<file path="src/rtl/wdrst_map.vh">
// Purpose: constants for the watchdog and reset-source block
// Assumes: 50 MHz core_clk, byte addresses on a classic Wishbone bus
// Notes: header only, definitions and nothing else
`ifndef WDRST_MAP_VH
`define WDRST_MAP_VH

// ==========================================================================
// clock and timing
`define WDRST_CLK_HZ 50000000
`define WDRST_CLK_MHZ 50
`define WDRST_OSC_HZ 128000
`define WDRST_WD_BASE_TICKS 2048
`define WDRST_WD_MAX_CODE 4'h9
`define WDRST_CE_CYCLES 4
`define WDRST_EXT_MIN_NS 2500

// ==========================================================================
// register byte addresses
`define WDRST_ADR_DOG 8'h00
`define WDRST_ADR_CAUSE 8'h04
`define WDRST_ADR_REF 8'h08

// ==========================================================================
// dog_control_reg fields
`define WDRST_DOG_FLAG_BIT 7
`define WDRST_DOG_IRQEN_BIT 6
`define WDRST_DOG_PS3_BIT 5
`define WDRST_DOG_CHG_BIT 4
`define WDRST_DOG_RSTEN_BIT 3
`define WDRST_DOG_PSLO_MSB 2

// ==========================================================================
// reset_cause_reg fields and reset values, and the reference register field
`define WDRST_CAUSE_DOG_BIT 3
`define WDRST_CAUSE_BRN_BIT 2
`define WDRST_CAUSE_EXT_BIT 1
`define WDRST_CAUSE_POR_BIT 0
`define WDRST_CAUSE_RST 4'h1
`define WDRST_REF_BG_BIT 0

`endif

</file>
<file path="src/rtl/wdrst_core.v">
// Purpose: watchdog timer and reset-source combiner with Wishbone registers
// Assumes: one 50 MHz clock; analog detector outputs and the reset pin
//   arrive asynchronously and are synchronised here
// Notes: the watchdog oscillator is a clock-enable derived from core_clk
//
// Added by the designer: the placing of the registers and the Wishbone slave port.
`include "wdrst_map.vh"
`default_nettype none

module wdrst_core #(
  parameter WD_BASE_TICKS = `WDRST_WD_BASE_TICKS,
  parameter EXT_MIN_NS = `WDRST_EXT_MIN_NS
) (
  // clock and reset
  input wire core_clk,
  input wire rst_n,
  // wishbone slave
  input wire wb_cyc_i,
  input wire wb_stb_i,
  input wire wb_we_i,
  input wire [7:0] wb_adr_i,
  input wire [3:0] wb_sel_i,
  input wire [31:0] wb_dat_i,
  output reg [31:0] wb_dat_o,
  output reg wb_ack_o,
  // reset sources, asynchronous
  input wire ext_rst_pin_n,
  input wire por_low,
  input wire brownout_low,
  // static fuses
  input wire ext_rst_en,
  input wire brownout_en,
  input wire always_on_fuse,
  input wire [19:0] startup_timeout,
  // processor core
  input wire dog_restart,
  input wire dog_irq_ack,
  input wire adc_en,
  output wire core_rst_n,
  output wire dog_irq,
  output reg ref_en,
  output wire comparator_bandgap_select
);

  // ========================================================================
  // derived constants
  localparam integer OSC_DIV_INT = `WDRST_CLK_HZ / `WDRST_OSC_HZ;
  localparam [8:0] OSC_DIV = OSC_DIV_INT[8:0];
  localparam integer EXT_CYC_RAW = (EXT_MIN_NS * `WDRST_CLK_MHZ + 999) / 1000;
  localparam integer EXT_CYC_INT = (EXT_CYC_RAW < 1) ? 1 : EXT_CYC_RAW;
  localparam [7:0] EXT_MIN_CYC = EXT_CYC_INT[7:0];
  localparam integer CE_INT = `WDRST_CE_CYCLES;
  localparam [1:0] CE_LAST = CE_INT[1:0] - 2'd1;
  localparam [2:0] SYNC_INIT = 3'b011;

  // time-out in oscillator ticks; reserved codes behave as the longest
  function [20:0] dog_limit;
    input [3:0] code;
    reg [31:0] base;
    reg [3:0] c;
    begin
      base = WD_BASE_TICKS;
      c = (code > `WDRST_WD_MAX_CODE) ? `WDRST_WD_MAX_CODE : code;
      dog_limit = base[20:0] << c;
    end
  endfunction

  // ========================================================================
  // input synchronisers
  reg [2:0] sync1_ff;
  reg [2:0] sync2_ff;
  wire [2:0] async_in;
  assign async_in = {brownout_low, por_low, ext_rst_pin_n};

  genvar gi;
  generate
    for (gi = 0; gi < 3; gi = gi + 1) begin : g_sync
      always @(posedge core_clk) begin
        if (!rst_n) begin
          sync1_ff[gi] <= SYNC_INIT[gi];
          sync2_ff[gi] <= SYNC_INIT[gi];
        end else begin
          sync1_ff[gi] <= async_in[gi];
          sync2_ff[gi] <= sync1_ff[gi];
        end
      end
    end
  endgenerate

  wire pin_n_s;
  wire por_s;
  wire brn_s;
  assign pin_n_s = sync2_ff[0];
  assign por_s = sync2_ff[1];
  assign brn_s = sync2_ff[2] & brownout_en;

  // ========================================================================
  // external pin qualification
  // a clockless reset cannot be seen here; the pin must stay low long
  // enough for the clocked filter, which also rejects short glitches
  reg [7:0] ext_cnt_ff;
  reg ext_act_ff;

  always @(posedge core_clk) begin
    if (!rst_n || !ext_rst_en || pin_n_s) begin
      ext_cnt_ff <= 8'h00;
      ext_act_ff <= 1'b0;
    end else if (ext_cnt_ff == EXT_MIN_CYC - 8'h01) begin
      ext_act_ff <= 1'b1;
    end else begin
      ext_cnt_ff <= ext_cnt_ff + 8'h01;
    end
  end

  // ========================================================================
  // reset combiner and start-up delay
  reg dog_pulse_ff;
  wire hold;
  // por and brown-out act on the synchronised level with no filter
  assign hold = por_s | ext_act_ff | brn_s | dog_pulse_ff;

  // every cause is stretched by the same fuse-set delay
  wdrst_dly u_dly (
    .core_clk(core_clk),
    .rst_n(rst_n),
    .hold(hold),
    .len(startup_timeout),
    .done(core_rst_n)
  );

  // ========================================================================
  // watchdog oscillator tick
  reg [8:0] div_ff;
  reg osc_tick_ff;

  always @(posedge core_clk) begin
    if (!rst_n) begin
      div_ff <= 9'h000;
      osc_tick_ff <= 1'b0;
    end else if (div_ff == OSC_DIV - 9'h001) begin
      div_ff <= 9'h000;
      osc_tick_ff <= 1'b1;
    end else begin
      div_ff <= div_ff + 9'h001;
      osc_tick_ff <= 1'b0;
    end
  end

  // ========================================================================
  // wishbone slave
  wire req;
  wire wr;
  wire [7:0] d;
  wire hit_dog;
  wire hit_cause;
  wire hit_ref;
  reg [31:0] nxt_rdata;

  assign req = wb_cyc_i & wb_stb_i;
  // writes land at the edge where ack is high, one per request
  assign wr = req & wb_we_i & wb_ack_o & wb_sel_i[0];
  assign d = wb_dat_i[7:0];
  assign hit_dog = (wb_adr_i == `WDRST_ADR_DOG);
  assign hit_cause = (wb_adr_i == `WDRST_ADR_CAUSE);
  assign hit_ref = (wb_adr_i == `WDRST_ADR_REF);

  always @(posedge core_clk) begin
    if (!rst_n) begin
      wb_ack_o <= 1'b0;
      wb_dat_o <= 32'h00000000;
    end else begin
      wb_ack_o <= req & ~wb_ack_o;
      if (req && !wb_ack_o) begin
        wb_dat_o <= nxt_rdata;
      end
    end
  end

  // ========================================================================
  // watchdog control and counter
  reg flag_ff;
  reg ie_ff;
  reg wde_ff;
  reg ce_ff;
  reg [1:0] ce_cnt_ff;
  reg [3:0] psel_ff;
  reg [20:0] wd_cnt_ff;
  reg dog_reset_flag_ff;
  reg brnf_ff;
  reg extf_ff;
  reg porf_ff;
  reg bg_sel_ff;

  wire wde_eff;
  wire ie_eff;
  wire wd_run;
  wire expire;
  wire dog_fire;
  wire irq_set;
  wire wr_dog;
  wire unlock;
  wire in_window;

  assign wde_eff = wde_ff | dog_reset_flag_ff | always_on_fuse;
  assign ie_eff = ie_ff & ~always_on_fuse;
  assign wd_run = wde_eff | ie_eff;
  assign expire = wd_run & osc_tick_ff &
                  (wd_cnt_ff == dog_limit(psel_ff) - 21'h000001);
  // combined mode: reset only once the earlier interrupt went unserviced
  assign dog_fire = expire & wde_eff & (~ie_eff | flag_ff);
  assign irq_set = expire & ie_eff & ~dog_fire;
  assign dog_irq = flag_ff & ie_eff;
  assign wr_dog = wr & hit_dog;
  assign unlock = wr_dog & d[`WDRST_DOG_CHG_BIT] & d[`WDRST_DOG_RSTEN_BIT];
  assign in_window = wr_dog & ce_ff & ~d[`WDRST_DOG_CHG_BIT];

  always @(posedge core_clk) begin
    if (!rst_n || !core_rst_n) begin
      flag_ff <= 1'b0;
      ie_ff <= 1'b0;
      wde_ff <= 1'b0;
      ce_ff <= 1'b0;
      ce_cnt_ff <= 2'd0;
      psel_ff <= 4'h0;
      wd_cnt_ff <= 21'h000000;
    end else begin
      if (unlock) begin
        ce_ff <= 1'b1;
        ce_cnt_ff <= CE_LAST;
      end else if (in_window) begin
        ce_ff <= 1'b0;
      end else if (ce_ff) begin
        if (ce_cnt_ff == 2'd0) begin
          ce_ff <= 1'b0;
        end else begin
          ce_cnt_ff <= ce_cnt_ff - 2'd1;
        end
      end
      // outside the window reset enable can only be set
      if (in_window) begin
        wde_ff <= d[`WDRST_DOG_RSTEN_BIT];
        psel_ff <= {d[`WDRST_DOG_PS3_BIT], d[`WDRST_DOG_PSLO_MSB:0]};
      end else if (wr_dog) begin
        wde_ff <= wde_ff | d[`WDRST_DOG_RSTEN_BIT];
      end
      if (wr_dog) begin
        ie_ff <= d[`WDRST_DOG_IRQEN_BIT];
      end else if (dog_irq_ack && wde_eff) begin
        ie_ff <= 1'b0;
      end
      // a new expiry beats a clear in the same cycle
      if (irq_set) begin
        flag_ff <= 1'b1;
      end else if (dog_irq_ack || (wr_dog && d[`WDRST_DOG_FLAG_BIT])) begin
        flag_ff <= 1'b0;
      end
      if (dog_restart || !wd_run || expire) begin
        wd_cnt_ff <= 21'h000000;
      end else if (osc_tick_ff) begin
        wd_cnt_ff <= wd_cnt_ff + 21'h000001;
      end
    end
  end

  // the pulse clears itself because expire restarts the counter and the oscillator tick lasts one cycle
  always @(posedge core_clk) begin
    if (!rst_n) begin
      dog_pulse_ff <= 1'b0;
    end else begin
      dog_pulse_ff <= dog_fire;
    end
  end

  // ========================================================================
  // reset cause flags, kept across all but a power-on reset
  wire wr_cause;
  assign wr_cause = wr & hit_cause;

  always @(posedge core_clk) begin
    if (!rst_n) begin
      {dog_reset_flag_ff, brnf_ff, extf_ff, porf_ff} <= `WDRST_CAUSE_RST;
    end else if (por_s) begin
      {dog_reset_flag_ff, brnf_ff, extf_ff, porf_ff} <= `WDRST_CAUSE_RST;
    end else begin
      if (dog_pulse_ff) begin
        dog_reset_flag_ff <= 1'b1;
      end else if (wr_cause && !d[`WDRST_CAUSE_DOG_BIT]) begin
        dog_reset_flag_ff <= 1'b0;
      end
      if (brn_s) begin
        brnf_ff <= 1'b1;
      end else if (wr_cause && !d[`WDRST_CAUSE_BRN_BIT]) begin
        brnf_ff <= 1'b0;
      end
      if (ext_act_ff) begin
        extf_ff <= 1'b1;
      end else if (wr_cause && !d[`WDRST_CAUSE_EXT_BIT]) begin
        extf_ff <= 1'b0;
      end
      if (wr_cause && !d[`WDRST_CAUSE_POR_BIT]) begin
        porf_ff <= 1'b0;
      end
    end
  end

  // ========================================================================
  // internal reference enable
  assign comparator_bandgap_select = bg_sel_ff;

  always @(posedge core_clk) begin
    if (!rst_n) begin
      bg_sel_ff <= 1'b0;
      ref_en <= 1'b0;
    end else begin
      if (wr && hit_ref) begin
        bg_sel_ff <= d[`WDRST_REF_BG_BIT];
      end
      ref_en <= brownout_en | bg_sel_ff | adc_en;
    end
  end

  // ========================================================================
  // read data
  always @* begin
    nxt_rdata = 32'h00000000;
    if (hit_dog) begin
      nxt_rdata[7:0] = {flag_ff, ie_eff, psel_ff[3], ce_ff, wde_eff,
                        psel_ff[2:0]};
    end else if (hit_cause) begin
      nxt_rdata[3:0] = {dog_reset_flag_ff, brnf_ff, extf_ff, porf_ff};
    end else if (hit_ref) begin
      nxt_rdata[0] = bg_sel_ff;
    end
  end

endmodule

`default_nettype wire

</file>
<file path="src/rtl/wdrst_dly.v">
// Purpose: start-up delay counter stretching the internal reset
// Assumes: hold is a level from logic on core_clk
// Notes: len is a static configuration value, sampled every cycle
`include "wdrst_map.vh"
`default_nettype none

// ==========================================================================
// delay counter
module wdrst_dly (
  // clock and reset
  input wire core_clk,
  input wire rst_n,
  // control
  input wire hold,
  input wire [19:0] len,
  // result
  output reg done
);

  reg [19:0] cnt_ff;

  // any active source restarts the whole time-out, not just pauses it
  always @(posedge core_clk) begin
    if (!rst_n || hold) begin
      cnt_ff <= 20'h00000;
      done <= 1'b0;
    end else if (!done) begin
      if (cnt_ff >= len) begin
        done <= 1'b1;
      end else begin
        cnt_ff <= cnt_ff + 20'h00001;
      end
    end
  end

endmodule

`default_nettype wire

</file>
<file path="config.mk">
export PLATFORM = sky130hd
export DESIGN_NAME = wdrst_core
export DESIGN_NICKNAME = d
export VERILOG_FILES = /design/src/rtl/wdrst_core.v /design/src/rtl/wdrst_dly.v
export VERILOG_INCLUDE_DIRS = /design/src /design/src/rtl
export SDC_FILE = /design/constraint.sdc
export NUM_CORES = 1
export LEC_CHECK = 0
export CAP_MARGIN = 0
export CORE_UTILIZATION = 60
export CTS_BUF_LIST = sky130_fd_sc_hd__clkbuf_16
export DETAILED_ROUTE_END_ITERATION = 7
export DONT_BUFFER_PORTS = 1
export PLACE_DENSITY = 0.84
export SYNTH_ARGS = -nofsm -noshare
export SYNTH_HDL_FRONTEND = slang
export SYNTH_SLANG_ARGS = --single-unit
</file>
<file path="constraint.sdc">
create_clock -name core_clk -period 3.5 [get_ports core_clk]
set_input_delay 0.7 -clock core_clk [delete_from_list [all_inputs] [get_ports core_clk]]
set_output_delay 0.7 -clock core_clk [all_outputs]
set_load 0.02 [all_outputs]
</file>
======== Word level (Yosys, flattened, before mapping) ========
Index checks and enable logic that the tools add are counted.
operators by class
  eq/ne operators ......................... 7
  shift operators ......................... 1
  bitwise logic cells ..................... 38
  reduce and logical (&&, ||, !) cells .... 38
  add/sub/neg operators ................... 6
  order comparisons ....................... 2
  muxes and demuxes ....................... 29
operators with widths
  operator                 number
  $add A21 B1 Y21 const B  1
  $eq A21 B21 Y1           1
  $mux W1                  21
  $shl A12 B4 Y21 const A  1
  $sub A21 B1 Y21 const B  1
  $add A20 B1 Y20 const B  1
  $and A1 B1 Y1            20
  $ge A20 B20 Y1           1
  $reduce_bool A2 Y1       7
  $mux W4                  3
  $or A1 B1 Y1             10
  $add A9 B1 Y9 const B    1
  $eq A9 B9 Y1 const B     1
  $logic_not A1 Y1         9
  $add A8 B1 Y8 const B    1
  $eq A8 B3 Y1 const B     1
  $eq A8 B4 Y1 const B     1
  $eq A8 B7 Y1 const B     1
  $logic_and A1 B1 Y1      8
  $logic_not A8 Y1         1
  $mux W2                  4
  $not A1 Y1               8
  $logic_or A1 B1 Y1       7
  $reduce_or A2 Y1         3
  other kinds (7)          8
storage, ports and cells
  word-level logic and storage cells ...... 149
  flip-flop bits (word level) ............. 93
  input bits .............................. 78

======== Logic depth before layout (Yosys ltp) ========
  depth in word-level cells ............... 11
  gate-level depth with buffers ........... 11
  mapped depth without buffers ............ 9

======== Hierarchy ========
From an unflattened synthesis, not the netlist that was laid out.
unflattened totals
  cells, all modules ...................... 630
  area total of the unflattened synthesis .. 5348.9 µm²
modules (own cells, without submodules)
  module      cells each  times used  area an instance (µm²)
  wdrst_core  433         1           3742.3
  wdrst_dly   197         1           1606.5

======== Worst setup path after synthesis ========
No wires, ideal clock.
  kind .................................... input port to flip-flop
  start ................................... input startup_timeout[18]
  end ..................................... register u_dly.cnt_ff[7]
  required time ........................... 3429 ps
  arrival ................................. 2507 ps
  path slack .............................. 921 ps
  cell stages on the path ................. 9
  path buffers ............................ 1
  cell sequence ........................... inv_1 > ha_1 > a21o_1 > a211o_1 > a211oi_2 > a31oi_1 > clkbuf_2 > or4_1 > a21oi_1
between the ends
  longest elaborated chain between the ends .. 3
ends and longest elaborated chain
  element                      RTL line         RTL
  start: declaration           wdrst_core.v:34  input wire [19:0] startup_timeout,
  $ge A20 B20 Y1               wdrst_dly.v:28   if (cnt_ff >= len) begin
  $not A1 Y1 (no line)         n/a
  $reduce_and A2 Y1 (no line)  n/a
  end signal: assignment       wdrst_dly.v:31   cnt_ff <= cnt_ff + 20'h00001;
  end: declaration             wdrst_dly.v:20   reg [19:0] cnt_ff;
Every way passes these cells.
A chain may end at the register's enable or synchronous reset.

======== Final worst setup path ========
  start ................................... input startup_timeout[18]
  end ..................................... register u_dly.cnt_ff[12]
The elaborated chain is that of the path after synthesis.

==> metrics.log <==
INFO  metric status = completed
INFO  metric critPathMaxFanout = 19
INFO  metric worst_r2r_startpoint = u_dly.cnt_ff[0]
INFO  metric cts.reportedPaths.clkPinSlew = around 0.060 ns
INFO  metric synthCells = 587
INFO  metric grt_util_all_layers = around 25%
INFO  metric cp.buffers_inverters = 2
INFO  metric critPathSlowestCell = sky130_fd_sc_hd__or4_1
INFO  metric clock_tree.htree_level_count = 3
INFO  metric period_utilization_post_route = around four fifths
INFO  metric wl_met1 = between 4000 and 5000 um
INFO  metric dpl_cell_area = 4920 sq um
INFO  metric start_util = 63.2%
INFO  metric criticalPathCategory = in2reg
INFO  metric timing.hold.worst.class = reg2reg
INFO  metric n_fill_cell = ~640
INFO  metric cts_root_buffer = sky130_fd_sc_hd__clkbuf_16
INFO  metric worstMarginPinSlew = 0.905 ns
INFO  metric top_layer_used = met4
INFO  metric report.final.hold_viol_count = 0
INFO  metric setup_viol = 0
INFO  metric core-area = slightly below 8000 sq um
INFO  metric grt_pass1_wl = 17400 um
INFO  metric cts-buffers-inserted = 9
INFO  metric drcViolationCount = 0
INFO  metric finish.net_count = roughly 700
INFO  metric port-buffer-count = 0
INFO  metric crit_path_max_incr_delay = 0.52 ns
INFO  metric post_synth_instance_area = approximately 5000 sq um
INFO  metric drv.max_cap_violation_count = 0
INFO  metric final_instance_area = 5200 sq um
INFO  metric yosys.cell_types.count = 60
INFO  metric drt_iter0_drc = between 200 and 250
INFO  metric netlist_top_cells_count = sky130_fd_sc_hd__dfxtp_1, sky130_fd_sc_hd__nor2_1, sky130_fd_sc_hd__nand2_1, sky130_fd_sc_hd__a21oi_1, sky130_fd_sc_hd__inv_1
INFO  metric slew-limit-headroom = a little under 40%
INFO  metric drive_gt1_share = between 4 and 5%
INFO  metric path_delay_family = compound AO/OA/AOI/OAI gates
INFO  metric num_antenna_cells = 0
INFO  metric synth.area.top_cells = sky130_fd_sc_hd__dfxtp_1, sky130_fd_sc_hd__ha_1, sky130_fd_sc_hd__nor2_1
INFO  metric synth_seq_cells = a little over 90
INFO  metric r2r.worst_path.cells = 9
INFO  metric detailroute.via_count = between 4000 and 5000
INFO  metric postSynth.asyncResetShare = 0%
INFO  metric maxClockFrequency = roughly 350 MHz
INFO  metric cp.arrival = about 3 ns
INFO  metric die_w = ~93 um
INFO  metric postCtsHoldBufs = 0
INFO  metric place_congestion = roughly 0.81
INFO  metric detailed_place_hpwl = ~7600 um
INFO  metric cts_sinks = between 90 and 100
INFO  metric synth-warning-count = 0
INFO  metric dr_wl_met3 = between 500 and 600 um
INFO  metric tritoncts = done
INFO  metric hold-path-cell-count = 1
INFO  metric synth-edff-count = 0
INFO  metric latest_clock_arrival_within_the_worst_skew_pair = approximately 0.33 ns
INFO  metric floorplan.io_pins = roughly 120
INFO  metric number_of_global_route_vias_before_repair = between 3000 and 4000
INFO  metric setup_total_negative_slack = 0 ns
INFO  metric syn2layout_area_growth = 4.47%
INFO  metric worstHoldStart = sync1_ff[0]
INFO  metric cts.path.max_buffers = 2
INFO  metric synth_top_cell_by_area = sky130_fd_sc_hd__dfxtp_1
INFO  metric finalMaxSlewViolations = 0
INFO  metric avgSynthCellArea = approximately 8.5 sq um
INFO  metric setup.reg_to_reg.worst_slack = around 0.66 ns
INFO  metric grt_max_degree = 20
INFO  metric static_leakage = ~2.0 nW
INFO  metric rows = 32
INFO  metric power_per_cell_area = around 400 nW/um^2
INFO  metric yosys_most_used_dff = sky130_fd_sc_hd__dfxtp_1
INFO  metric antenna_found_initial = 0
INFO  metric cts.repair_timing.setup_buffer_count = 0
INFO  metric dieArea = a little under 9000 sq um
INFO  metric worstReg2RegEnd = u_dly.cnt_ff[12]
INFO  metric hold_end = pin_n_s
INFO  metric cp_cell_sequence = inv_1 -> ha_1 -> a21o_1 -> a211o_1 -> a211oi_2 -> a31oi_2 -> buf_4 -> or4_1 -> a21oi_1
INFO  metric first_pass_iters = 5
INFO  metric post_drt_via_cell_ratio = a little under 6
INFO  metric routed_wire_length_per_instance = approximately 15 um
INFO  metric met2_wirelength = 5050 um
INFO  metric vdd_ir_drop_max = ~0.24 mV
INFO  metric synth_most_common_cell = sky130_fd_sc_hd__dfxtp_1
INFO  metric worstSetupStartpointType = input port
INFO  metric antenna_violating_nets_post_route = 0
INFO  metric grt_setup_unrepaired = false
INFO  metric netlist.area_leader.share = 37.4%
INFO  metric cts-resized-gates = 0
INFO  metric gr-total-overflow = 0
INFO  metric die_boundary_height = just over 90 um
INFO  metric post-route-min-period = between 2 and 3 ns
INFO  metric clock-skew-final = approximately 0.0093 ns
INFO  metric endpoint_kind = register
INFO  metric timing.critical_path.required = about 3.7 ns
INFO  metric seq_area_frac_synth = between 30% and 40%
INFO  metric total_detailed_routing_wirelength = ~10000 um
-- worst reg2reg max path: stages, from the launching register on --
cell and delay, ns:
sky130_fd_sc_hd__dfxtp_1 0.37, sky130_fd_sc_hd__inv_1 0.09, sky130_fd_sc_hd__ha_1 0.26, sky130_fd_sc_hd__nand2b_1 0.14
sky130_fd_sc_hd__a2111o_1 0.40, sky130_fd_sc_hd__nand3_1 0.12, sky130_fd_sc_hd__a31oi_2 0.31, sky130_fd_sc_hd__buf_4 0.32
sky130_fd_sc_hd__or4_1 0.52, sky130_fd_sc_hd__a21oi_1 0.21
-- cell families after synthesis --
family | share of synthesized area [%]
and+or+nand+nor | 25.2
adders and majority gates | 7.03
xor gates and xnor gates | 7.03
DFF | 37.4
buffers and inverters | 8.59
muxes | 2.89
AOI/OAI and AO/OA | 11.8
other | 0.0753
-- sequential cells by signal (all words and copies together), names as in the netlist, 2 cells and up --
register / flops
ce_cnt_ff: 2
div_ff: 9
wb_dat_o: 8
ext_cnt_ff: 8
sync1_ff: 3
psel_ff: 4
wd_cnt_ff: 21
u_dly.cnt_ff: 20
-- layout make-up --
cell class / instances / area [sq um] / area share (%)
Clock inverter: 5 / 55.1 / 1.06
Clock buffer: 9 / 225 / 4.33
Multi-Input combinational cell: 438 / 2790 / 53.5
Sequential cell: 93 / 1860 / 35.8
Tap cell: 102 / 128 / 2.45
Timing Repair Buffer: 3 / 22.5 / 0.433
Inverter: 34 / 128 / 2.45
-- report_power, final --
part           internal, W  switching [W]  leakage, nW
clock             0.000543       0.000388        0.140
sequential         0.00107     0.00000827        0.751
combinational    0.0000216      0.0000533         1.10
total              0.00163       0.000449         1.99
-- through the flow --
step / power (W) / instances / hold WS [ns] / util, % / setup slack, ns
after floorplan: 0.00118 / 610 / 0.386 / - / 0.921
after global placement: 0.00117 / 670 / 0.392 / 62.4 / 0.474
after detailed placement: 0.00117 / 670 / 0.395 / 62.4 / 0.376
after CTS: 0.00209 / 684 / 0.416 / 66.0 / 0.666
after global routing: 0.00215 / 684 / 0.430 / 66.0 / 0.496
final: 0.00208 / 684 / 0.412 / 66.0 / 0.651
-- worst max path at each step --
stage / end / slack (ns) / start / cells past startpoint
6_report: u_dly.cnt_ff[12] / 0.65 / startup_timeout[18] / 9
5_1_grt: u_dly.cnt_ff[12] / 0.50 / u_dly.cnt_ff[0] / 9
4_1_cts: u_dly.cnt_ff[12] / 0.67 / u_dly.cnt_ff[0] / 9
3_5_place_dp: u_dly.cnt_ff[12] / 0.38 / startup_timeout[18] / 9
3_3_place_gp: u_dly.cnt_ff[15] / 0.47 / startup_timeout[18] / 9
2_1_floorplan: u_dly.cnt_ff[7] / 0.92 / startup_timeout[18] / 9
-- layer usage --
layer,up-vias,track usage [%]
met5,-,0
met4,0,10.8
li1,1988,-
met1,1905,30.9
met3,25,4.96
met2,139,42.7
-- cell usage in the layout, fill, tap and decap left out, types with 5 or more instances in the layout --
| cell | netlist | layout |
|---|---|---|
| sky130_fd_sc_hd__a21oi_1 | 38 | 38 |
| sky130_fd_sc_hd__a22oi_1 | 6 | 6 |
| sky130_fd_sc_hd__and2_1 | 8 | 8 |
| sky130_fd_sc_hd__and3_1 | 8 | 8 |
| sky130_fd_sc_hd__clkbuf_16 | 0 | 9 |
| sky130_fd_sc_hd__conb_1 | 1 | 24 |
| sky130_fd_sc_hd__dfxtp_1 | 93 | 93 |
| sky130_fd_sc_hd__ha_1 | 28 | 28 |
| sky130_fd_sc_hd__inv_1 | 34 | 35 |
| sky130_fd_sc_hd__mux2i_1 | 11 | 11 |
| sky130_fd_sc_hd__nand2_1 | 42 | 42 |
| sky130_fd_sc_hd__nand2b_1 | 12 | 12 |
| sky130_fd_sc_hd__nand3_1 | 28 | 28 |
| sky130_fd_sc_hd__nand4_1 | 16 | 16 |
| sky130_fd_sc_hd__nor2_1 | 65 | 65 |
| sky130_fd_sc_hd__nor3_1 | 10 | 10 |
| sky130_fd_sc_hd__nor4_1 | 5 | 5 |
| sky130_fd_sc_hd__o21ai_0 | 15 | 15 |
| sky130_fd_sc_hd__o31ai_1 | 9 | 9 |
| sky130_fd_sc_hd__or3_1 | 11 | 11 |
| sky130_fd_sc_hd__or4_1 | 12 | 12 |
| sky130_fd_sc_hd__xnor2_1 | 13 | 13 |
| sky130_fd_sc_hd__xor2_1 | 27 | 27 |
No activity file was read; power rests on OpenSTA's default activity.
